### src/core/sfr_map.svh
`ifndef SFR_MAP_SVH
`define SFR_MAP_SVH

// Read opcodes and the four-byte mode enter/exit opcodes
`define SFR_OP_SFDP       8'h5A
`define SFR_OP_READ3      8'h03
`define SFR_OP_READ4      8'h13
`define SFR_OP_FAST3      8'h0B
`define SFR_OP_FAST4      8'h0C
`define SFR_OP_OOUT3      8'h8B
`define SFR_OP_OOUT4      8'h7C
`define SFR_OP_OIO3       8'hCB
`define SFR_OP_OIO4       8'hCC
`define SFR_OP_DDR_OOUT   8'h9D
`define SFR_OP_DDR_OIO    8'hFD
`define SFR_OP_ENTER4     8'hB7
`define SFR_OP_EXIT4      8'hE9

// Address lengths in bits
`define SFR_ABITS3        6'h18
`define SFR_ABITS4        6'h20

// Dummy clocks of the discovery-table read
`define SFR_SFDP_DUMMY    6'h08

// Serial command length, one bit per rising edge
`define SFR_CMD_BITS      6'h08

// Output enables, active low per line
`define SFR_OE_OFF        8'hFF
`define SFR_OE_LINE1      8'hFD
`define SFR_OE_ALL        8'h00

// Array address width, 128 Mbyte
`define SFR_ARRAY_AW      27

`endif

### src/core/sfr_pkg.sv
package sfr_pkg;

    typedef enum logic [5:0] {
        SFR_IDLE   = 6'h01,
        SFR_CMD    = 6'h02,
        SFR_DECODE = 6'h04,
        SFR_ADDR   = 6'h08,
        SFR_DUMMY  = 6'h10,
        SFR_DATA   = 6'h20
    } sfr_state_e;

    typedef enum logic [2:0] {
        SFR_DUM_NONE  = 3'h1,
        SFR_DUM_CFG   = 3'h2,
        SFR_DUM_EIGHT = 3'h4
    } sfr_dummy_e;

endpackage : sfr_pkg

### src/core/sfr_in_sync.sv
`timescale 1ns/10ps
`default_nettype none

module sfr_in_sync #(
    parameter int           W       = 1,
    parameter logic [W-1:0] RST_VAL = '0
) (
    input  wire logic         core_clk_i,
    input  wire logic         reset_i,
    input  wire logic [W-1:0] async_i,
    output logic      [W-1:0] sync_o
);

    logic [W-1:0] s1_ff;
    logic [W-1:0] s2_ff;
    logic [W-1:0] s3_ff;
    logic [W-1:0] q_ff;
    logic [W-1:0] nxt_q;

    // A bit changes only once the second and third stages agree
    always_comb
    begin
        nxt_q = (~(s2_ff ^ s3_ff) & s3_ff) | ((s2_ff ^ s3_ff) & q_ff);
    end

    always_ff @(posedge core_clk_i)
    begin
        if (reset_i)
        begin
            s1_ff <= RST_VAL;
            s2_ff <= RST_VAL;
            s3_ff <= RST_VAL;
            q_ff  <= RST_VAL;
        end
        else
        begin
            s1_ff <= async_i;
            s2_ff <= s1_ff;
            s3_ff <= s2_ff;
            q_ff  <= nxt_q;
        end
    end

    assign sync_o = q_ff;

endmodule : sfr_in_sync

`default_nettype wire

### src/core/sfr_cmd_decode.sv
`timescale 1ns/10ps
`default_nettype none
`include "sfr_map.svh"

module sfr_cmd_decode (
    input  wire logic             opcode_i,
    input  wire logic [7:0]       op_i,
    input  wire logic             addr4_i,
    input  wire logic             octal_ddr_i,
    output logic                  valid_o,
    output logic                  sfdp_o,
    output logic                  enter4_o,
    output logic                  exit4_o,
    output logic      [5:0]       abits_o,
    output logic                  a8_o,
    output logic                  addr_ddr_o,
    output logic                  d8_o,
    output logic                  data_ddr_o,
    output sfr_pkg::sfr_dummy_e   dummy_o
);

    logic [5:0] abits_cfg;

    always_comb
    begin
        abits_cfg  = addr4_i ? `SFR_ABITS4 : `SFR_ABITS3; // RQ19
        valid_o    = opcode_i;
        sfdp_o     = 1'b0;
        enter4_o   = 1'b0;
        exit4_o    = 1'b0;
        abits_o    = abits_cfg;
        a8_o       = 1'b0;
        addr_ddr_o = 1'b0;
        d8_o       = 1'b0;
        data_ddr_o = 1'b0;
        dummy_o    = sfr_pkg::SFR_DUM_CFG;
        case (op_i)
            `SFR_OP_SFDP:
            begin
                sfdp_o  = 1'b1;
                abits_o = `SFR_ABITS3; // RQ21
                dummy_o = sfr_pkg::SFR_DUM_EIGHT; // RQ1
            end
            `SFR_OP_READ3:
            begin
                dummy_o = sfr_pkg::SFR_DUM_NONE; // RQ5
            end
            `SFR_OP_READ4:
            begin
                abits_o = `SFR_ABITS4; // RQ16
                dummy_o = sfr_pkg::SFR_DUM_NONE;
            end
            // Basic read plus the configured dummy clocks; no rate limit lives in this logic
            `SFR_OP_FAST3:
            begin
                abits_o = abits_cfg; // RQ6
            end
            `SFR_OP_FAST4:
            begin
                abits_o = `SFR_ABITS4; // RQ16
            end
            `SFR_OP_OOUT3:
            begin
                d8_o = 1'b1; // RQ7
            end
            `SFR_OP_OOUT4:
            begin
                abits_o = `SFR_ABITS4; // RQ16
                d8_o    = 1'b1;
            end
            `SFR_OP_OIO3:
            begin
                a8_o = 1'b1; // RQ8
                d8_o = 1'b1;
            end
            `SFR_OP_OIO4:
            begin
                abits_o = `SFR_ABITS4; // RQ16
                a8_o    = 1'b1;
                d8_o    = 1'b1;
            end
            `SFR_OP_DDR_OOUT:
            begin
                addr_ddr_o = 1'b1; // RQ9
                d8_o       = 1'b1;
                data_ddr_o = 1'b1; // RQ13
            end
            `SFR_OP_DDR_OIO:
            begin
                abits_o    = `SFR_ABITS4; // RQ18
                a8_o       = 1'b1;
                addr_ddr_o = 1'b1;
                d8_o       = 1'b1;
                data_ddr_o = 1'b1;
            end
            `SFR_OP_ENTER4:
            begin
                valid_o  = 1'b0;
                enter4_o = opcode_i; // RQ17
            end
            `SFR_OP_EXIT4:
            begin
                valid_o = 1'b0;
                exit4_o = opcode_i; // RQ17
            end
            default:
            begin
                valid_o = 1'b0;
            end
        endcase
        // Full octal double-rate protocol: every phase on eight lines, both edges
        if (octal_ddr_i)
        begin
            abits_o    = `SFR_ABITS4; // RQ20
            a8_o       = 1'b1;
            addr_ddr_o = 1'b1;
            d8_o       = 1'b1;
            data_ddr_o = 1'b1; // RQ13
        end
    end

endmodule : sfr_cmd_decode

`default_nettype wire

### src/core/sfr_read_path.sv
`timescale 1ns/10ps
`default_nettype none
`include "sfr_map.svh"

// Operation
// RQ1: Discovery read: command, 3 address bytes, 8 dummies
// RQ2: Discovery read wraps at 256 bytes to zero
// RQ3: Discovery read ignores burst wrap setting
// RQ4: Chip select high ends read, stop driving
// RQ5: Basic read: single line, 24-bit address
// RQ6: Fast read single line, usable at fast clock
// RQ7: Octal output read: serial in, eight-line data
// RQ8: Octal I/O read: eight-line address and data
// RQ9: Double-rate octal output: DDR address, DDR data
// RQ10: Address increments after each data byte
// RQ11: Address wraps past array end to zero
// RQ12: Address bits sampled on serial clock rise
// RQ13: DDR opcodes always DDR, others when configured
// RQ14: Double-rate transfers an even byte count
// RQ15: Host gives even byte address in DDR
// RQ16: Four-byte variants take a 32-bit address
// RQ17: Address length from config or enter/exit commands
// RQ18: DDR octal I/O read: always 32-bit address
// RQ19: Octal reads use 32 bits in four-byte mode
// RQ20: Octal DDR protocol: all phases, 4-byte address
// RQ21: Discovery read 3-byte unless octal DDR
// RQ22: Dummy clocks inserted with lines undriven
module sfr_read_path (
    input  wire logic                      core_clk_i,
    input  wire logic                      reset_i,
    input  wire logic                      sclk_i,
    input  wire logic                      cs_n_i,
    input  wire logic [7:0]                serial_io_lines_i,
    output logic      [7:0]                serial_io_lines_o,
    output logic      [7:0]                serial_io_lines_oe_n_o,
    input  wire logic                      cfg_nv_addr4_i,
    input  wire logic                      cfg_octal_ddr_i,
    input  wire logic [4:0]                cfg_dummy_i,
    output logic      [`SFR_ARRAY_AW-1:0]  rd_addr_o,
    output logic                           rd_sfdp_o,
    input  wire logic [7:0]                rd_data_i,
    output logic                           addr4_mode_o
);

    logic [9:0]                 pins_q;
    logic                       sclk_q;
    logic                       cs_q;
    logic [7:0]                 dq_q;
    logic                       rise;
    logic                       fall;

    sfr_pkg::sfr_state_e        state_ff;
    sfr_pkg::sfr_state_e        nxt_state;
    logic                       sclk_d_ff;
    logic                       nxt_sclk_d;
    logic [7:0]                 op_ff;
    logic [7:0]                 nxt_op;
    logic [5:0]                 cnt_ff;
    logic [5:0]                 nxt_cnt;
    logic [31:0]                addr_sr_ff;
    logic [31:0]                nxt_addr_sr;
    logic [7:0]                 out_sr_ff;
    logic [7:0]                 nxt_out_sr;
    logic [2:0]                 bit_ff;
    logic [2:0]                 nxt_bit;
    logic [7:0]                 dq_ff;
    logic [7:0]                 nxt_dq;
    logic [7:0]                 oe_n_ff;
    logic [7:0]                 nxt_oe_n;
    logic [`SFR_ARRAY_AW-1:0]   rd_addr_ff;
    logic [`SFR_ARRAY_AW-1:0]   nxt_rd_addr;
    logic                       rd_sfdp_ff;
    logic                       nxt_rd_sfdp;
    logic                       addr4_ff;
    logic                       nxt_addr4;
    logic                       init_ff;
    logic                       nxt_init;

    logic                       dec_valid;
    logic                       dec_sfdp;
    logic                       dec_enter4;
    logic                       dec_exit4;
    logic [5:0]                 dec_abits;
    logic                       dec_a8;
    logic                       dec_addr_ddr;
    logic                       dec_d8;
    logic                       dec_data_ddr;
    sfr_pkg::sfr_dummy_e        dec_dummy;

    logic [31:0]                a_next;
    logic [5:0]                 a_cnt;
    logic [5:0]                 dummy_need;
    logic [7:0]                 cur_byte;
    logic                       adv;

    function automatic logic [5:0] sfr_step(input logic lanes8);
        sfr_step = lanes8 ? 6'h08 : 6'h01;
    endfunction : sfr_step

    // Serial clock, select and data share one pipeline so they stay aligned
    sfr_in_sync #(
        .W       (10),
        .RST_VAL (10'h200)
    ) u_sync (
        .core_clk_i (core_clk_i),
        .reset_i    (reset_i),
        .async_i    ({cs_n_i, sclk_i, serial_io_lines_i}),
        .sync_o     (pins_q)
    );

    assign cs_q   = pins_q[9];
    assign sclk_q = pins_q[8];
    assign dq_q   = pins_q[7:0];
    assign rise   = sclk_q & ~sclk_d_ff;
    assign fall   = ~sclk_q & sclk_d_ff;

    sfr_cmd_decode u_dec (
        .opcode_i    (state_ff == sfr_pkg::SFR_DECODE),
        .op_i        (op_ff),
        .addr4_i     (addr4_ff),
        .octal_ddr_i (cfg_octal_ddr_i),
        .valid_o     (dec_valid),
        .sfdp_o      (dec_sfdp),
        .enter4_o    (dec_enter4),
        .exit4_o     (dec_exit4),
        .abits_o     (dec_abits),
        .a8_o        (dec_a8),
        .addr_ddr_o  (dec_addr_ddr),
        .d8_o        (dec_d8),
        .data_ddr_o  (dec_data_ddr),
        .dummy_o     (dec_dummy)
    );

    always_comb
    begin
        nxt_state   = state_ff;
        nxt_sclk_d  = sclk_q;
        nxt_op      = op_ff;
        nxt_cnt     = cnt_ff;
        nxt_addr_sr = addr_sr_ff;
        nxt_out_sr  = out_sr_ff;
        nxt_bit     = bit_ff;
        nxt_dq      = dq_ff;
        nxt_oe_n    = oe_n_ff;
        nxt_rd_addr = rd_addr_ff;
        nxt_rd_sfdp = rd_sfdp_ff;
        nxt_addr4   = addr4_ff;
        nxt_init    = init_ff;
        adv         = 1'b0;
        a_next      = dec_a8 ? {addr_sr_ff[23:0], dq_q} : {addr_sr_ff[30:0], dq_q[0]};
        a_cnt       = cnt_ff + sfr_step(dec_a8);
        cur_byte    = (bit_ff == 3'h0) ? rd_data_i : out_sr_ff;
        case (dec_dummy)
            sfr_pkg::SFR_DUM_EIGHT: dummy_need = `SFR_SFDP_DUMMY;
            sfr_pkg::SFR_DUM_CFG:   dummy_need = {1'b0, cfg_dummy_i};
            default:                dummy_need = 6'h00;
        endcase
        // Nonvolatile address length is taken once, after reset releases
        if (!init_ff)
        begin
            nxt_addr4 = cfg_nv_addr4_i; // RQ17
            nxt_init  = 1'b1;
        end
        if (cs_q)
        begin
            nxt_state = sfr_pkg::SFR_IDLE; // RQ4
            nxt_oe_n  = `SFR_OE_OFF; // RQ4
            nxt_dq    = 8'h00;
        end
        else
        begin
            case (state_ff)
                sfr_pkg::SFR_IDLE:
                begin
                    nxt_state = sfr_pkg::SFR_CMD;
                    nxt_cnt   = 6'h00;
                    nxt_op    = 8'h00;
                end
                sfr_pkg::SFR_CMD:
                begin
                    if (cfg_octal_ddr_i)
                    begin
                        // Opcode byte on the first edge, its companion byte on the second
                        if (rise || fall)
                        begin
                            if (cnt_ff == 6'h00)
                            begin
                                nxt_op = dq_q; // RQ20
                            end
                            nxt_cnt = cnt_ff + 6'h01;
                            if (cnt_ff == 6'h01)
                            begin
                                nxt_state = sfr_pkg::SFR_DECODE;
                            end
                        end
                    end
                    else if (rise)
                    begin
                        nxt_op  = {op_ff[6:0], dq_q[0]}; // RQ1 RQ5
                        nxt_cnt = cnt_ff + 6'h01;
                        if (cnt_ff == `SFR_CMD_BITS - 6'h01)
                        begin
                            nxt_state = sfr_pkg::SFR_DECODE;
                        end
                    end
                end
                sfr_pkg::SFR_DECODE:
                begin
                    nxt_cnt     = 6'h00;
                    nxt_addr_sr = 32'h0000_0000;
                    if (dec_enter4)
                    begin
                        nxt_addr4 = 1'b1; // RQ17
                        nxt_state = sfr_pkg::SFR_IDLE;
                    end
                    else if (dec_exit4)
                    begin
                        nxt_addr4 = 1'b0; // RQ17
                        nxt_state = sfr_pkg::SFR_IDLE;
                    end
                    else if (dec_valid)
                    begin
                        nxt_state = sfr_pkg::SFR_ADDR;
                    end
                    else
                    begin
                        // Unsupported opcode: park until select rises
                        nxt_state = sfr_pkg::SFR_DECODE;
                    end
                end
                sfr_pkg::SFR_ADDR:
                begin
                    // Rising edges only, unless the address runs double rate
                    if (rise || (dec_addr_ddr && fall))
                    begin
                        nxt_addr_sr = a_next; // RQ12
                        nxt_cnt     = a_cnt;
                        if (a_cnt == dec_abits)
                        begin
                            nxt_rd_sfdp = dec_sfdp;
                            nxt_rd_addr = dec_sfdp ? {19'h0_0000, a_next[7:0]} : a_next[`SFR_ARRAY_AW-1:0];
                            nxt_cnt     = 6'h00;
                            nxt_bit     = 3'h0;
                            nxt_state   = (dummy_need == 6'h00) ? sfr_pkg::SFR_DATA : sfr_pkg::SFR_DUMMY;
                        end
                    end
                end
                sfr_pkg::SFR_DUMMY:
                begin
                    nxt_oe_n = `SFR_OE_OFF; // RQ22
                    if (rise)
                    begin
                        nxt_cnt = cnt_ff + 6'h01; // RQ22
                        if (cnt_ff + 6'h01 == dummy_need)
                        begin
                            nxt_state = sfr_pkg::SFR_DATA;
                        end
                    end
                end
                sfr_pkg::SFR_DATA:
                begin
                    // Double rate moves a byte on both edges, so bytes go out in pairs
                    if (fall || (dec_data_ddr && rise))
                    begin
                        if (dec_d8)
                        begin
                            nxt_oe_n = `SFR_OE_ALL; // RQ7 RQ8
                            nxt_dq   = cur_byte;
                            adv      = 1'b1; // RQ14
                        end
                        else
                        begin
                            nxt_oe_n   = `SFR_OE_LINE1; // RQ5
                            nxt_dq     = {6'h00, cur_byte[7], 1'b0};
                            nxt_out_sr = {cur_byte[6:0], 1'b0};
                            nxt_bit    = bit_ff + 3'h1;
                            adv        = (bit_ff == 3'h7);
                        end
                    end
                    if (adv)
                    begin
                        nxt_bit = 3'h0;
                        if (rd_sfdp_ff)
                        begin
                            // Table offset rolls at 256 whatever the wrap setting holds
                            nxt_rd_addr = {19'h0_0000, rd_addr_ff[7:0] + 8'h01}; // RQ2 RQ3
                        end
                        else
                        begin
                            nxt_rd_addr = rd_addr_ff + `SFR_ARRAY_AW'(1); // RQ10 RQ11
                        end
                    end
                end
                default:
                begin
                    nxt_state = sfr_pkg::SFR_IDLE;
                end
            endcase
        end
    end

    always_ff @(posedge core_clk_i)
    begin
        if (reset_i)
        begin
            state_ff   <= sfr_pkg::SFR_IDLE;
            sclk_d_ff  <= 1'b0;
            op_ff      <= 8'h00;
            cnt_ff     <= 6'h00;
            addr_sr_ff <= 32'h0000_0000;
            out_sr_ff  <= 8'h00;
            bit_ff     <= 3'h0;
            dq_ff      <= 8'h00;
            oe_n_ff    <= `SFR_OE_OFF;
            rd_addr_ff <= '0;
            rd_sfdp_ff <= 1'b0;
            addr4_ff   <= 1'b0;
            init_ff    <= 1'b0;
        end
        else
        begin
            state_ff   <= nxt_state;
            sclk_d_ff  <= nxt_sclk_d;
            op_ff      <= nxt_op;
            cnt_ff     <= nxt_cnt;
            addr_sr_ff <= nxt_addr_sr;
            out_sr_ff  <= nxt_out_sr;
            bit_ff     <= nxt_bit;
            dq_ff      <= nxt_dq;
            oe_n_ff    <= nxt_oe_n;
            rd_addr_ff <= nxt_rd_addr;
            rd_sfdp_ff <= nxt_rd_sfdp;
            addr4_ff   <= nxt_addr4;
            init_ff    <= nxt_init;
        end
    end

    assign serial_io_lines_o      = dq_ff;
    assign serial_io_lines_oe_n_o = oe_n_ff;
    assign rd_addr_o              = rd_addr_ff;
    assign rd_sfdp_o              = rd_sfdp_ff;
    assign addr4_mode_o           = addr4_ff;
endmodule : sfr_read_path

`default_nettype wire

### config.mk
export PLATFORM = sky130hd
export DESIGN_NAME = sfr_read_path
export DESIGN_NICKNAME = d
export VERILOG_FILES = /design/src/core/sfr_pkg.sv /design/src/core/sfr_in_sync.sv /design/src/core/sfr_cmd_decode.sv /design/src/core/sfr_read_path.sv
export VERILOG_INCLUDE_DIRS = /design/src /design/src/core
export SDC_FILE = /design/constraint.sdc
export NUM_CORES = 1
export LEC_CHECK = 0
export BUFFER_PORTS_ARGS = -buffer_cell sky130_fd_sc_hd__clkbuf_2
export CAP_MARGIN = 5
export CORE_MARGIN = 4
export CORE_UTILIZATION = 30
export CTS_CLUSTER_DIAMETER = 120
export DETAILED_ROUTE_END_ITERATION = 10
export SYNTH_ARGS = -nofsm -noshare
export SYNTH_HDL_FRONTEND = slang
export SYNTH_SLANG_ARGS = --single-unit
### constraint.sdc
create_clock -name core_clk_i -period 4.1 [get_ports core_clk_i]
set_clock_uncertainty 0.15 [all_clocks]
set_input_delay 0.82 -clock core_clk_i [delete_from_list [all_inputs] [get_ports core_clk_i]]
set_output_delay 0.82 -clock core_clk_i [all_outputs]
set_load 0.1 [all_outputs]
==> insert_results.sql, run 1 <==
INSERT INTO impl_metrics (metric_group, metric, value, unit) VALUES
('run_status', 'status', 'finished, final reports clean', ''),
('sta', 'hold_violations', '0', ''),
('clock_network', 'numCtsBuffers', '17', ''),
('clock_network', 'tritoncts_num_sinks', '137', ''),
('clock_network', 'worst_setup_hold_path_clk_slew', '0.07', 'ns'),
('global_routing', 'number_of_antenna_violations_at_the_first_check_in_global_routing', '0', ''),
('worst_setup_path', 'critPathMaxFanout', '41', ''),
('floorplan', 'design.portCount', '72', ''),
('synthesis', 'synth.lib_cells_used.distinct', '72', ''),
('final_layout', 'final_area', '8450', 'sq um'),
('sta', 'max_freq', '262', 'MHz'),
('detailed_routing', 'avgRoutedWirePerCell', '15.9', 'microns'),
('synthesis', 'syn_inst', '866', ''),
('worst_setup_path', 'worst_ep_required_time', '4.29', 'ns'),
('detailed_routing', 'drt-total-wl', '19.7', 'mm'),
('synthesis', 'synth.most_common_cell', 'sky130_fd_sc_hd__dfxtp_1', ''),
('detailed_routing', 'drtAntennaViolNets', '0', ''),
('worst_setup_path', 'crit_path_max_incr_delay', '0.43', 'ns'),
('worst_setup_path', 'family_with_the_most_delay_on_the_worst_path', 'simple AND/OR/NAND/NOR gates', ''),
('global_routing', 'grt.total_usage', '0.147', ''),
('synthesis', 'synth_ff_type', 'sky130_fd_sc_hd__dfxtp_1', ''),
('final_layout', 'multiInputGateArea', '4110', 'sq um'),
('placement', 'detailedPlacementHpwl', '13.9', 'mm'),
('placement', 'port-buffer-count', '71', ''),
('global_routing', 'global_route.overflow_total', '0', ''),
('clock_network', 'clk_path_buf_depth', '2', ''),
('worst_setup_path', 'crit_path_start_kind', 'flip-flop', ''),
('sta', 'fin_setup_tns', '0', 'ns'),
('sta', 'final_max_slew_violation_count', '0', ''),
('detailed_routing', 'routed_via_density', '5.25', ''),
('worst_hold_path', 'hold-path-endpoint', 'u_sync.s2_ff[9]$_SDFF_PP1_', ''),
('floorplan', 'die-area', '26700', 'sq um'),
('floorplan', 'floorplan.initialDensity', '0.307', ''),
('clock_network', 'cts_hold_repair.buffers', '0', ''),
('worst_hold_path', 'timing.hold.worst.start', 'u_sync.s1_ff[9]$_SDFF_PP1_', ''),
('final_layout', 'nets', '948', ''),
('detailed_routing', 'drc_errors', '0', ''),
('floorplan', 'core_region_area', '23600', 'sq um'),
('synthesis', 'post_synth_main_area_contributors', 'sky130_fd_sc_hd__dfxtp_1 (38%), sky130_fd_sc_hd__nor2_1 (4.7%), sky130_fd_sc_hd__a21oi_1 (4.4%)', ''),
('worst_setup_path', 'r2r.worst_path.cells', '15', ''),
('final_layout', 'sequential_cell_area', '2740', 'sq um'),
('worst_setup_path', 'regToRegEndpoint', 'rd_addr_o[0]$_SDFFE_PP0P_', ''),
('worst_setup_path', 'timing.critical_path.cells', 'or3b_1 -> a21oi_1 -> o21a_1 -> or2_2 -> inv_2 -> ha_1 -> ha_1 -> xor2_1 -> or3_1 -> nand3b_1 -> a211oi_4 -> o311ai_4 -> buf_12 -> or3_1 -> a31oi_1', ''),
('worst_setup_path', 'critical_path.endpoint_type', 'flip-flop', ''),
('synthesis', 'synth.top_cell.area_share', '0.379', ''),
('placement', 'globalplace.congestion', '0.918', ''),
('final_layout', 'fillCellCount', '2478', ''),
('final_layout', 'layout-drive-gt1-share', '0.185', ''),
('synthesis', 'total_of_flip_flops_plus_latches_after_synthesis', '137', ''),
('final_layout', 'antenna_cells_inserted', '0', ''),
('floorplan', 'floorplan.die.height', '163', 'microns'),
('clock_network', 'cts_repair_resize_count', '0', ''),
('worst_setup_path', 'timing.rr.start', 'op_ff[0]$_SDFFE_PP0P_', ''),
('synthesis', 'library_cell_with_the_largest_summed_area_after_synthesis', 'sky130_fd_sc_hd__dfxtp_1', ''),
('worst_setup_path', 'data_arrival_time_at_the_worst_slack_endpoint', '4.01', 'ns'),
('worst_setup_path', 'critical_path.slowest_cell', 'sky130_fd_sc_hd__or3b_1', ''),
('final_layout', 'areaGrowthSynthToFinish', '16.7', '%'),
('placement', 'detailed_place.area', '7830', 'sq um'),
('clock_network', 'tritoncts', 'yes', ''),
('sta', 'report.final.setup_viol', '0', ''),
('worst_setup_path', 'critical_path_buf_inv_count', '2', ''),
('synthesis', 'synth_commonest_cells', 'sky130_fd_sc_hd__dfxtp_1 (137), sky130_fd_sc_hd__nor2_1 (91), sky130_fd_sc_hd__nand2_1 (74)', ''),
('worst_setup_path', 'r2r_slack', '0.28', 'ns'),
('floorplan', 'fp-row-count', '56', ''),
('synthesis', 'synthesis.area_per_instance', '8.36', 'sq um'),
('synthesis', 'synth_area', '7240', 'sq um'),
('worst_hold_path', 'hold-path-cell-count', '1', ''),
('pwr', 'leakage_power_total', '3.09', 'nW'),
('sta', 'worst_slew_pin_slew', '1.06', 'ns'),
('pwr', 'total_power', '3.02', 'mW'),
('worst_hold_path', 'min_path_type', 'flip-flop to flip-flop', '');
## routing by layer
| metal | global-route usage | up-vias | part of all wire |
|---|---|---|---|
| met2 | 0.231 | 215 | 0.45 |
| met3 | 0.0384 | 27 | 0.074 |
| li1 | - | 3215 | - |
| met1 | 0.199 | 3064 | 0.46 |
| met5 | 0 | - | 0 |
| met4 | 0.0454 | 0 | 0.017 |
## how the worst max path moves through the flow
stage / to / startpoint / cells after the start
after detailed placement: rd_addr_o[0]$_SDFFE_PP0P_ / cfg_octal_ddr_i / 13
after floorplan: rd_addr_o[12]$_SDFFE_PP0P_ / op_ff[2]$_SDFFE_PP0P_ / 17
after global placement: rd_addr_o[0]$_SDFFE_PP0P_ / cfg_octal_ddr_i / 13
after global routing: rd_addr_o[0]$_SDFFE_PP0P_ / op_ff[0]$_SDFFE_PP0P_ / 15
final: rd_addr_o[0]$_SDFFE_PP0P_ / op_ff[0]$_SDFFE_PP0P_ / 15
after CTS: rd_addr_o[0]$_SDFFE_PP0P_ / op_ff[0]$_SDFFE_PP0P_ / 15
## through the flow
stage / hold WS (ns) / worst slack (ns)
2_1_floorplan: 0.239 / 0.374
3_3_place_gp: 0.248 / 0.434
3_5_place_dp: 0.249 / 0.343
4_1_cts: 0.266 / 0.304
5_1_grt: 0.270 / 0.0672
6_report: 0.263 / 0.285
## cells by family (layout without fill, tap and decap cells)
| family | after synthesis | count (layout) | synth area share |
|---|---|---|---|
| simple gates | 332 | 332 | 0.234 |
| compound gates | 227 | 227 | 0.209 |
| flops | 137 | 137 | 0.379 |
| buf+inv | 85 | 141 | 0.0543 |
| mux | 54 | 54 | 0.0798 |
| xor+xnor | 19 | 19 | 0.0230 |
| fa+ha+maj | 12 | 12 | 0.0207 |
## state kept, by name (all words and copies together), names as in the netlist, named ones only
register / flops
init_ff: 1
state_ff: 6
rd_sfdp_o: 1
cnt_ff: 6
u_sync.s3_ff: 10
op_ff: 8
u_sync.s1_ff: 10
out_sr_ff: 7
addr_sr_ff: 26
sclk_d_ff: 1
u_sync.s2_ff: 10
serial_io_lines_o: 8
serial_io_lines_oe_n_o: 2
addr4_mode_o: 1
bit_ff: 3
rd_addr_o: 27
## final cells by class
cell class | count | area share
clock buffer | 17 | 0.0504
clock inverter | 15 | 0.0230
inverter | 20 | 0.00889
multi-input combinational | 644 | 0.486
sequential | 137 | 0.325
tap | 319 | 0.0473
timing repair buffer | 89 | 0.0598
## worst reg2reg max path, stage by stage (launching register included)
cell and delay [ns]:
sky130_fd_sc_hd__dfxtp_1 0.41, sky130_fd_sc_hd__or3b_1 0.43, sky130_fd_sc_hd__a21oi_1 0.16, sky130_fd_sc_hd__o21a_1 0.12, sky130_fd_sc_hd__or2_2 0.13, sky130_fd_sc_hd__inv_2 0.04
sky130_fd_sc_hd__ha_1 0.20, sky130_fd_sc_hd__ha_1 0.24, sky130_fd_sc_hd__xor2_1 0.15, sky130_fd_sc_hd__or3_1 0.34, sky130_fd_sc_hd__nand3b_1 0.21, sky130_fd_sc_hd__a211oi_4 0.30
sky130_fd_sc_hd__o311ai_4 0.15, sky130_fd_sc_hd__buf_12 0.19, sky130_fd_sc_hd__or3_1 0.35, sky130_fd_sc_hd__a31oi_1 0.17
## placed cells by master (no fill, tap or decap), types with 10 or more instances in the layout
cell type | netlist | final
sky130_fd_sc_hd__inv_1 | 19 | 19
sky130_fd_sc_hd__o21ai_0 | 44 | 44
sky130_fd_sc_hd__nor2b_1 | 31 | 31
sky130_fd_sc_hd__mux2_2 | 28 | 28
sky130_fd_sc_hd__xnor2_1 | 10 | 10
sky130_fd_sc_hd__nor3_1 | 30 | 30
sky130_fd_sc_hd__nor2_1 | 91 | 91
sky130_fd_sc_hd__a21oi_1 | 63 | 63
sky130_fd_sc_hd__and3_1 | 11 | 11
sky130_fd_sc_hd__nand3_1 | 22 | 22
sky130_fd_sc_hd__o31ai_1 | 10 | 10
sky130_fd_sc_hd__clkbuf_2 | 0 | 70
sky130_fd_sc_hd__mux2i_1 | 24 | 24
sky130_fd_sc_hd__ha_1 | 12 | 12
sky130_fd_sc_hd__a22oi_1 | 33 | 33
sky130_fd_sc_hd__buf_4 | 10 | 18
sky130_fd_sc_hd__dfxtp_1 | 137 | 137
sky130_fd_sc_hd__nand2_1 | 74 | 74
sky130_fd_sc_hd__clkbuf_16 | 0 | 17
## power breakdown
group          internal [mW]  total [mW]  switching (mW)
registers               1.34        1.35         0.00586
logic                 0.0360      0.0959          0.0599
clock network          0.885        1.58           0.693
total                   2.27        3.02           0.759
Note: power is estimated with default switching activity, not from simulation.
==> run 2, diff against run 1 <==
Settings changed: CORE_ASPECT_RATIO set to 0.9.
Clock period 4.1 ns to 3.45 ns, I/O delays scaled along.
==> run 2 against run 1 <==
The flow now finishes with violations (setup timing). Clock power up 6%. Register-to-register slack worse by 0.36 ns. Via count up 0.98%. Cell area up 4.2%. Sequential share of layout area down 1.3 points. Maximum frequency up 8.2%. Power up 12%. First-iteration DRC count unchanged. Sequential power up 19%. Non-clock buffer count up 36. Critical path type unchanged. Critical endpoint is now rd_addr_o[3]$_SDFFE_PP0P_.
==> insert_results.sql, run 2 (synthesis results as in run 1) <==
INSERT INTO impl_metrics (metric_group, metric, value, unit) VALUES
('pwr', 'pwr_density_cell', '385', 'nW/um^2'),
('floorplan', 'fp-row-count', '53', ''),
('worst_setup_path', 'critical_path.endpoint_type', 'flip-flop', ''),
('final_layout', 'largest_register_ffs', '27', ''),
('final_layout', 'layout-drive-gt1-share', '0.238', ''),
('final_layout', 'sequential_cell_area', '2750', 'sq um'),
('worst_setup_path', 'r2r.worst_path.cells', '16', ''),
('worst_setup_path', 'r2r_slack', '-0.08', 'ns'),
('placement', 'detailedPlace.worstSlack', '-0.00489', 'ns'),
('floorplan', 'die-area', '26700', 'sq um'),
('sta', 'timing.final.crit_share', '1.02', ''),
('worst_setup_path', 'critical_path_buf_inv_count', '3', ''),
('detailed_routing', 'detail_route.iter0.violations', '547', ''),
('clock_network', 'numCtsBuffers', '17', ''),
('sta', 'report.final.setup_viol', '6', ''),
('clock_network', 'ctsRootBufferMaster', 'sky130_fd_sc_hd__clkbuf_16', ''),
('worst_setup_path', 'crit_path_max_incr_delay', '0.39', 'ns'),
('worst_setup_path', 'family_with_the_most_delay_on_the_worst_path', 'simple AND/OR/NAND/NOR gates', ''),
('placement', 'port-buffer-count', '71', ''),
('final_layout', 'mostFrequentLayoutCells', 'sky130_fd_sc_hd__dfxtp_1 (135), sky130_fd_sc_hd__nor2_1 (89), sky130_fd_sc_hd__nand2_1 (74), sky130_fd_sc_hd__clkbuf_2 (70), sky130_fd_sc_hd__a21oi_1 (60)', ''),
('job', 'cap_violations', '0', ''),
('final_layout', 'fillCellCount', '2376', ''),
('worst_setup_path', 'critical_path_class', 'flip-flop to flip-flop', ''),
('detailed_routing', 'routed_via_density', '5.23', ''),
('worst_setup_path', 'critPathMostFrequentCell', 'sky130_fd_sc_hd__ha_4', ''),
('clock_network', 'htree_num_levels', '4', ''),
('global_routing', 'global_route_wire_length_before_repair', '32.3', 'mm'),
('detailed_routing', 'avgRoutedWirePerCell', '15.9', 'microns'),
('worst_setup_path', 'data_arrival_time_at_the_worst_slack_endpoint', '3.67', 'ns'),
('floorplan', 'core_region_area', '23500', 'sq um'),
('clock_network', 'tritoncts_num_sinks', '137', ''),
('worst_setup_path', 'crit_path_start_kind', 'flip-flop', ''),
('floorplan', 'floorplan.die.height', '155', 'microns'),
('worst_setup_path', 'critPathMaxFanout', '6', ''),
('global_routing', 'global_route.overflow_total', '0', ''),
('final_layout', 'multiInputGateArea', '4240', 'sq um'),
('sta', 'final.hold.worst_slack', '0.269', 'ns'),
('pwr', 'leakage_power_total', '3.26', 'nW'),
('detailed_routing', 'drtAntennaViolNets', '0', ''),
('placement', 'dpl.cell_count', '1222', ''),
('floorplan', 'design.portCount', '72', ''),
('clock_network', 'tritoncts', 'yes', ''),
('final_layout', 'areaGrowthSynthToFinish', '21.6', '%'),
('detailed_routing', 'detail_route.first_pass.iterations', '5', ''),
('run_status', 'status', 'finished with violations', ''),
('placement', 'globalplace.congestion', '0.878', ''),
('placement', 'detailedPlacementHpwl', '14.3', 'mm'),
('clock_network', 'clk_path_buf_depth', '2', ''),
('worst_setup_path', 'timing.rr.start', 'op_ff[1]$_SDFFE_PP0P_', ''),
('final_layout', 'final_core_utilization', '0.374', ''),
('global_routing', 'number_of_antenna_violations_at_the_first_check_in_global_routing', '0', ''),
('sta', 'hold_violations', '0', ''),
('global_routing', 'grt.total_usage', '0.148', ''),
('worst_setup_path', 'timing.critical_path.from', 'op_ff[1]$_SDFFE_PP0P_', ''),
('sta', 'time_the_final_worst_path_needs_with_i_o_delays_and_setup', '3.53', 'ns'),
('worst_setup_path', 'number_of_cells_on_the_critical_path', '16', ''),
('final_layout', 'antenna_cells_inserted', '0', ''),
('clock_network', 'worst_setup_hold_path_clk_slew', '0.06', 'ns'),
('global_routing', 'first_global_vias', '6086', ''),
('final_layout', 'nets', '984', ''),
('pwr', 'total_power', '3.39', 'mW'),
('detailed_routing', 'drc_errors', '0', ''),
('run_status', 'failing_checks', 'setup timing', ''),
('sta', 'grt_setup_unrepaired', 'yes', ''),
('sta', 'worst_slew_pin_slew', '1.00', 'ns'),
('detailed_routing', 'drt-total-wl', '20.0', 'mm'),
('pwr', 'max-vdd-ir-drop', '0.298', 'mV'),
('global_routing', 'grt_max_degree', '61', ''),
('sta', 'max_freq', '283', 'MHz'),
('final_layout', 'post_layout_nonfiller_instances', '1260', ''),
('sta', 'final_max_slew_violation_count', '0', ''),
('floorplan', 'floorplan.initialDensity', '0.308', ''),
('worst_setup_path', 'timing.critical_path.cells', 'or3b_1 -> a21oi_1 -> o21a_1 -> or2_4 -> inv_4 -> ha_4 -> ha_4 -> xor2_1 -> or3_1 -> nand3b_1 -> a211oi_4 -> o311ai_4 -> buf_4 -> buf_6 -> o211ai_1 -> o31ai_1', ''),
('clock_network', 'clk_latency', '0.42', 'ns'),
('worst_hold_path', 'min_path_type', 'flip-flop to flip-flop', ''),
('sta', 'timing.slew.headroom', '0.330', ''),
('worst_hold_path', 'hold-path-cell-count', '1', ''),
('worst_hold_path', 'timing.hold.worst.start', 'u_sync.s1_ff[9]$_SDFF_PP1_', ''),
('worst_setup_path', 'critical_path.slowest_cell', 'sky130_fd_sc_hd__or3b_1', ''),
('detailed_routing', 'dr_total_vias', '6585', ''),
('worst_hold_path', 'hold-path-endpoint', 'u_sync.s2_ff[9]$_SDFF_PP1_', ''),
('final_layout', 'most_common_cell_after_layout_fill_and_taps_aside', 'sky130_fd_sc_hd__dfxtp_1', ''),
('sta', 'finalWorstSetupSlack', '-0.0775', 'ns'),
('worst_setup_path', 'worst_ep_required_time', '3.59', 'ns'),
('worst_setup_path', 'regToRegEndpoint', 'rd_addr_o[3]$_SDFFE_PP0P_', ''),
('floorplan', 'fp.dieW', '172', 'microns');
==> run 2: cell types whose count changed in the layout (fill, tap and decap cells not counted), moves of 4 or more <==
cell	change
sky130_fd_sc_hd__a221oi_1	-4
sky130_fd_sc_hd__buf_4	+29
sky130_fd_sc_hd__buf_6	+5
sky130_fd_sc_hd__a221oi_2	+4
sky130_fd_sc_hd__clkinv_2	+5
sky130_fd_sc_hd__inv_8	-8
==> run 2: power breakdown <==
part / internal (mW) / switching [mW]
clock: 0.971 / 0.694
sequential: 1.60 / 0.00677
combinational: 0.0461 / 0.0732
total: 2.62 / 0.774
==> run 2: layout make-up <==
| class | instances | area share |
|---|---|---|
| timing repair buffer | 125 | 0.0931 |
| clock buffer | 21 | 0.0534 |
| multi-input combinational | 644 | 0.482 |
| tap | 302 | 0.0429 |
| sequential | 137 | 0.312 |
| clock inverter | 11 | 0.00824 |
| inverter | 20 | 0.00881 |
==> run 2: through the flow <==
step	TNS, ns	cell area, sq um
after floorplan	-0.410	7290
after global placement	0	8090
after detailed placement	-0.00489	8090
after CTS	0	8630
after global routing	-4.24	8800
final	-0.310	8800
==> run 2: worst max-delay path by stage <==
stage                                  to  slack, ns
2_1_floorplan  rd_addr_o[12]$_SDFFE_PP0P_      -0.09
3_3_place_gp       rd_sfdp_o$_SDFFE_PP0P_      0.009
3_5_place_dp       rd_sfdp_o$_SDFFE_PP0P_     -0.005
4_1_cts        rd_addr_o[19]$_SDFFE_PP0P_       0.01
5_1_grt         rd_addr_o[3]$_SDFFE_PP0P_      -0.23
6_report        rd_addr_o[3]$_SDFFE_PP0P_      -0.08
==> run 2: what timing repair did <==
item                       in CTS  in global routing
gates resized for setup         0                 31
setup endpoints to repair       5                 35
gates cloned                    0                  1
buffers inserted                0                  5
hold buffers                    0                  0
pin swaps                       1                 11
==> run 2: layer usage <==
layer | track usage | wire length (microns) | part of all wire | up-vias
li1 | - | - | - | 3293
met1 | 0.221 | 10100 | 0.50 | 3077
met2 | 0.213 | 8360 | 0.42 | 192
met3 | 0.0384 | 1340 | 0.067 | 23
met4 | 0.0374 | 214 | 0.011 | 0
met5 | 0 | 0 | 0 | -
==> run 3, diff against run 2 <==
Settings changed: MAX_ROUTING_LAYER set to met4, SLEW_MARGIN set to 0.
==> run 3 against run 2 <==
The run still ends with setup timing left. Critical endpoint is now rd_addr_o[2]$_SDFFE_PP0P_. Maximum frequency rose by 0.19%. Sequential power about the same. Flip-flop and latch count unchanged. Core utilization unchanged. Largest power group unchanged. Largest cell class unchanged. Critical path depth unchanged. Clock-buffer cell count is the same. Sequential share of layout area unchanged. Via count down 0.38%.
==> insert_results.sql, run 3 (synthesis results as in run 1) <==
INSERT INTO impl_metrics (metric_group, metric, value, unit) VALUES
('run_status', 'status', 'finished with violations', ''),
('run_status', 'failing_checks', 'setup timing', ''),
('clock_network', 'ctsRootBufferMaster', 'sky130_fd_sc_hd__clkbuf_16', ''),
('worst_setup_path', 'critical_path.slowest_cell', 'sky130_fd_sc_hd__or3b_1', ''),
('detailed_routing', 'drc_errors', '0', ''),
('placement', 'globalplace.congestion', '0.893', ''),
('final_layout', 'most_common_cell_after_layout_fill_and_taps_aside', 'sky130_fd_sc_hd__dfxtp_1', ''),
('sta', 'max_freq', '284', 'MHz'),
('pwr', 'sw_frac_of_total', '0.229', ''),
('final_layout', 'layout-drive-gt1-share', '0.238', ''),
('sta', 'time_the_final_worst_path_needs_with_i_o_delays_and_setup', '3.52', 'ns'),
('floorplan', 'fp-row-count', '53', ''),
('pwr', 'leakage_power_total', '3.26', 'nW'),
('sta', 'timing.final.crit_share', '1.02', ''),
('detailed_routing', 'wl_met2', '8.39', 'mm'),
('global_routing', 'global_route_wire_length_before_repair', '32.2', 'mm'),
('global_routing', 'first_global_vias', '6080', ''),
('clock_network', 'worst_setup_hold_path_clk_slew', '0.06', 'ns'),
('final_layout', 'sequential_cell_area', '2750', 'sq um'),
('final_layout', 'mostFrequentLayoutCells', 'sky130_fd_sc_hd__dfxtp_1 (135), sky130_fd_sc_hd__nor2_1 (89), sky130_fd_sc_hd__nand2_1 (74), sky130_fd_sc_hd__clkbuf_2 (70), sky130_fd_sc_hd__a21oi_1 (60)', ''),
('detailed_routing', 'drt-total-wl', '20.0', 'mm'),
('detailed_routing', 'avgRoutedWirePerCell', '15.9', 'microns'),
('final_layout', 'multiInputGateArea', '4240', 'sq um'),
('detailed_routing', 'detail_route.first_pass.iterations', '5', ''),
('clock_network', 'numCtsBuffers', '17', ''),
('placement', 'detailed_place.area', '8090', 'sq um'),
('pwr', 'max-vdd-ir-drop', '0.298', 'mV'),
('floorplan', 'design.portCount', '72', ''),
('placement', 'detailedPlacementHpwl', '14.3', 'mm'),
('job', 'cap_violations', '0', ''),
('final_layout', 'antenna_cells_inserted', '0', ''),
('pwr', 'power_frac_comb', '0.035', ''),
('worst_setup_path', 'crit_path_start_kind', 'flip-flop', ''),
('detailed_routing', 'drtAntennaViolNets', '0', ''),
('final_layout', 'nets', '984', ''),
('worst_setup_path', 'crit_path_max_incr_delay', '0.39', 'ns'),
('floorplan', 'core_region_area', '23500', 'sq um'),
('sta', 'hold_violations', '0', ''),
('worst_setup_path', 'family_with_the_most_delay_on_the_worst_path', 'simple AND/OR/NAND/NOR gates', ''),
('worst_setup_path', 'critical_path.endpoint_type', 'flip-flop', ''),
('worst_setup_path', 'critPathMaxFanout', '6', ''),
('pwr', 'switchingPower', '776', 'uW'),
('detailed_routing', 'routed_via_density', '5.21', ''),
('final_layout', 'areaGrowthSynthToFinish', '21.6', '%'),
('clock_network', 'tritoncts_num_sinks', '137', ''),
('clock_network', 'clk_latency', '0.42', 'ns'),
('global_routing', 'grt.total_usage', '0.153', ''),
('final_layout', 'fillCellCount', '2376', ''),
('sta', 'report.final.setup_viol', '6', ''),
('final_layout', 'largest_register_ffs', '27', ''),
('sta', 'worst_slew_pin_slew', '1.01', 'ns'),
('global_routing', 'grt_max_degree', '61', ''),
('floorplan', 'fp.dieW', '172', 'microns'),
('pwr', 'power_report.internal_total', '2.62', 'mW'),
('detailed_routing', 'dr_total_vias', '6560', ''),
('clock_network', 'tritoncts', 'yes', ''),
('sta', 'finalWorstSetupSlack', '-0.0708', 'ns'),
('detailed_routing', 'maxUsedRoutingLayer', 'met4', ''),
('placement', 'detailedPlace.worstSlack', '-0.00489', 'ns'),
('final_layout', 'final_core_utilization', '0.374', ''),
('pwr', 'clkPwrFrac', '0.492', ''),
('worst_setup_path', 'critPathMostFrequentCell', 'sky130_fd_sc_hd__ha_4', ''),
('sta', 'final_max_slew_violation_count', '0', ''),
('sta', 'final.hold.worst_slack', '0.267', 'ns'),
('floorplan', 'floorplan.die.height', '155', 'microns'),
('worst_setup_path', 'critical_path_buf_inv_count', '3', ''),
('floorplan', 'die-area', '26700', 'sq um'),
('detailed_routing', 'met3WireLength', '1.33', 'mm'),
('detailed_routing', 'm1WireLength', '10.1', 'mm'),
('placement', 'port-buffer-count', '71', ''),
('worst_setup_path', 'critical_path_class', 'flip-flop to flip-flop', ''),
('pwr', 'seq_power_share', '0.473', ''),
('floorplan', 'floorplan.initialDensity', '0.308', ''),
('global_routing', 'global_route.overflow_total', '0', ''),
('detailed_routing', 'detail_route.iter0.violations', '535', ''),
('final_layout', 'final_area', '8800', 'sq um'),
('pwr', 'pwr_density_cell', '385', 'nW/um^2'),
('sta', 'timing.slew.headroom', '0.327', ''),
('worst_setup_path', 'timing.critical_path.cells', 'or3b_1 -> a21oi_1 -> o21a_1 -> or2_4 -> inv_4 -> ha_4 -> ha_4 -> xor2_1 -> or3_1 -> nand3b_1 -> a211oi_4 -> o311ai_4 -> buf_4 -> buf_6 -> o211ai_1 -> o31ai_1', ''),
('clock_network', 'clk_path_buf_depth', '2', ''),
('worst_setup_path', 'worst_ep_required_time', '3.60', 'ns'),
('worst_hold_path', 'min_path_type', 'flip-flop to flip-flop', ''),
('sta', 'fin_setup_tns', '-0.298', 'ns'),
('worst_setup_path', 'data_arrival_time_at_the_worst_slack_endpoint', '3.67', 'ns'),
('clock_network', 'htree_num_levels', '4', ''),
('sta', 'grt_setup_unrepaired', 'yes', ''),
('global_routing', 'number_of_antenna_violations_at_the_first_check_in_global_routing', '0', '');
run 3: cell counts in the layout (fill, tap and decap cells not counted):
Identical to the previous run, type by type.
run 3: cell type report:
| cell class | count | area share |
|---|---|---|
| timing repair buffer | 125 | 0.0931 |
| inverter | 20 | 0.00881 |
| tap | 302 | 0.0429 |
| multi-input combinational | 644 | 0.482 |
| clock inverter | 11 | 0.00824 |
| clock buffer | 21 | 0.0534 |
| sequential | 137 | 0.312 |
run 3: stage by stage:
step	total power, mW	cells
after floorplan	1.72	866
after global placement	1.76	1222
after detailed placement	1.76	1222
after CTS	3.42	1254
after global routing	3.50	1260
final	3.39	1260
run 3: timing repair:
item                                   in CTS  in global routing
pin swaps                                   1                 11
cloned                                      0                  1
endpoints found under the hold margin       0                  0
hold buffers                                0                  0
gates resized for setup                     0                 31
buffers inserted                            0                  5
setup endpoints to repair                   5                 35
run 3: worst paths after layout:
path              cells after the start  slack, ns                          to                        from
setup / recovery                     16      -0.07   rd_addr_o[2]$_SDFFE_PP0P_       op_ff[1]$_SDFFE_PP0P_
hold reg to reg                       1       0.27  u_sync.s2_ff[9]$_SDFF_PP1_  u_sync.s1_ff[9]$_SDFF_PP1_
hold / removal                        1       0.27  u_sync.s2_ff[9]$_SDFF_PP1_  u_sync.s1_ff[9]$_SDFF_PP1_
setup reg to reg                     16      -0.07   rd_addr_o[2]$_SDFFE_PP0P_       op_ff[1]$_SDFFE_PP0P_
run 3: routing by layer:
layer / GRT usage / up-vias
met5: - / -
met4: 0.0363 / 0
met3: 0.0391 / 19
met2: 0.213 / 194
met1: 0.220 / 3056
li1: - / 3291
run 3: power by group through the flow:
stage | combinational, mW | clock, mW | sequential [mW]
2_1_floorplan | 0.0736 | 0 | 1.64
3_3_place_gp | 0.117 | 0 | 1.64
3_5_place_dp | 0.118 | 0 | 1.64
4_1_cts | 0.118 | 1.70 | 1.61
5_1_grt | 0.131 | 1.76 | 1.61
6_report | 0.119 | 1.67 | 1.60
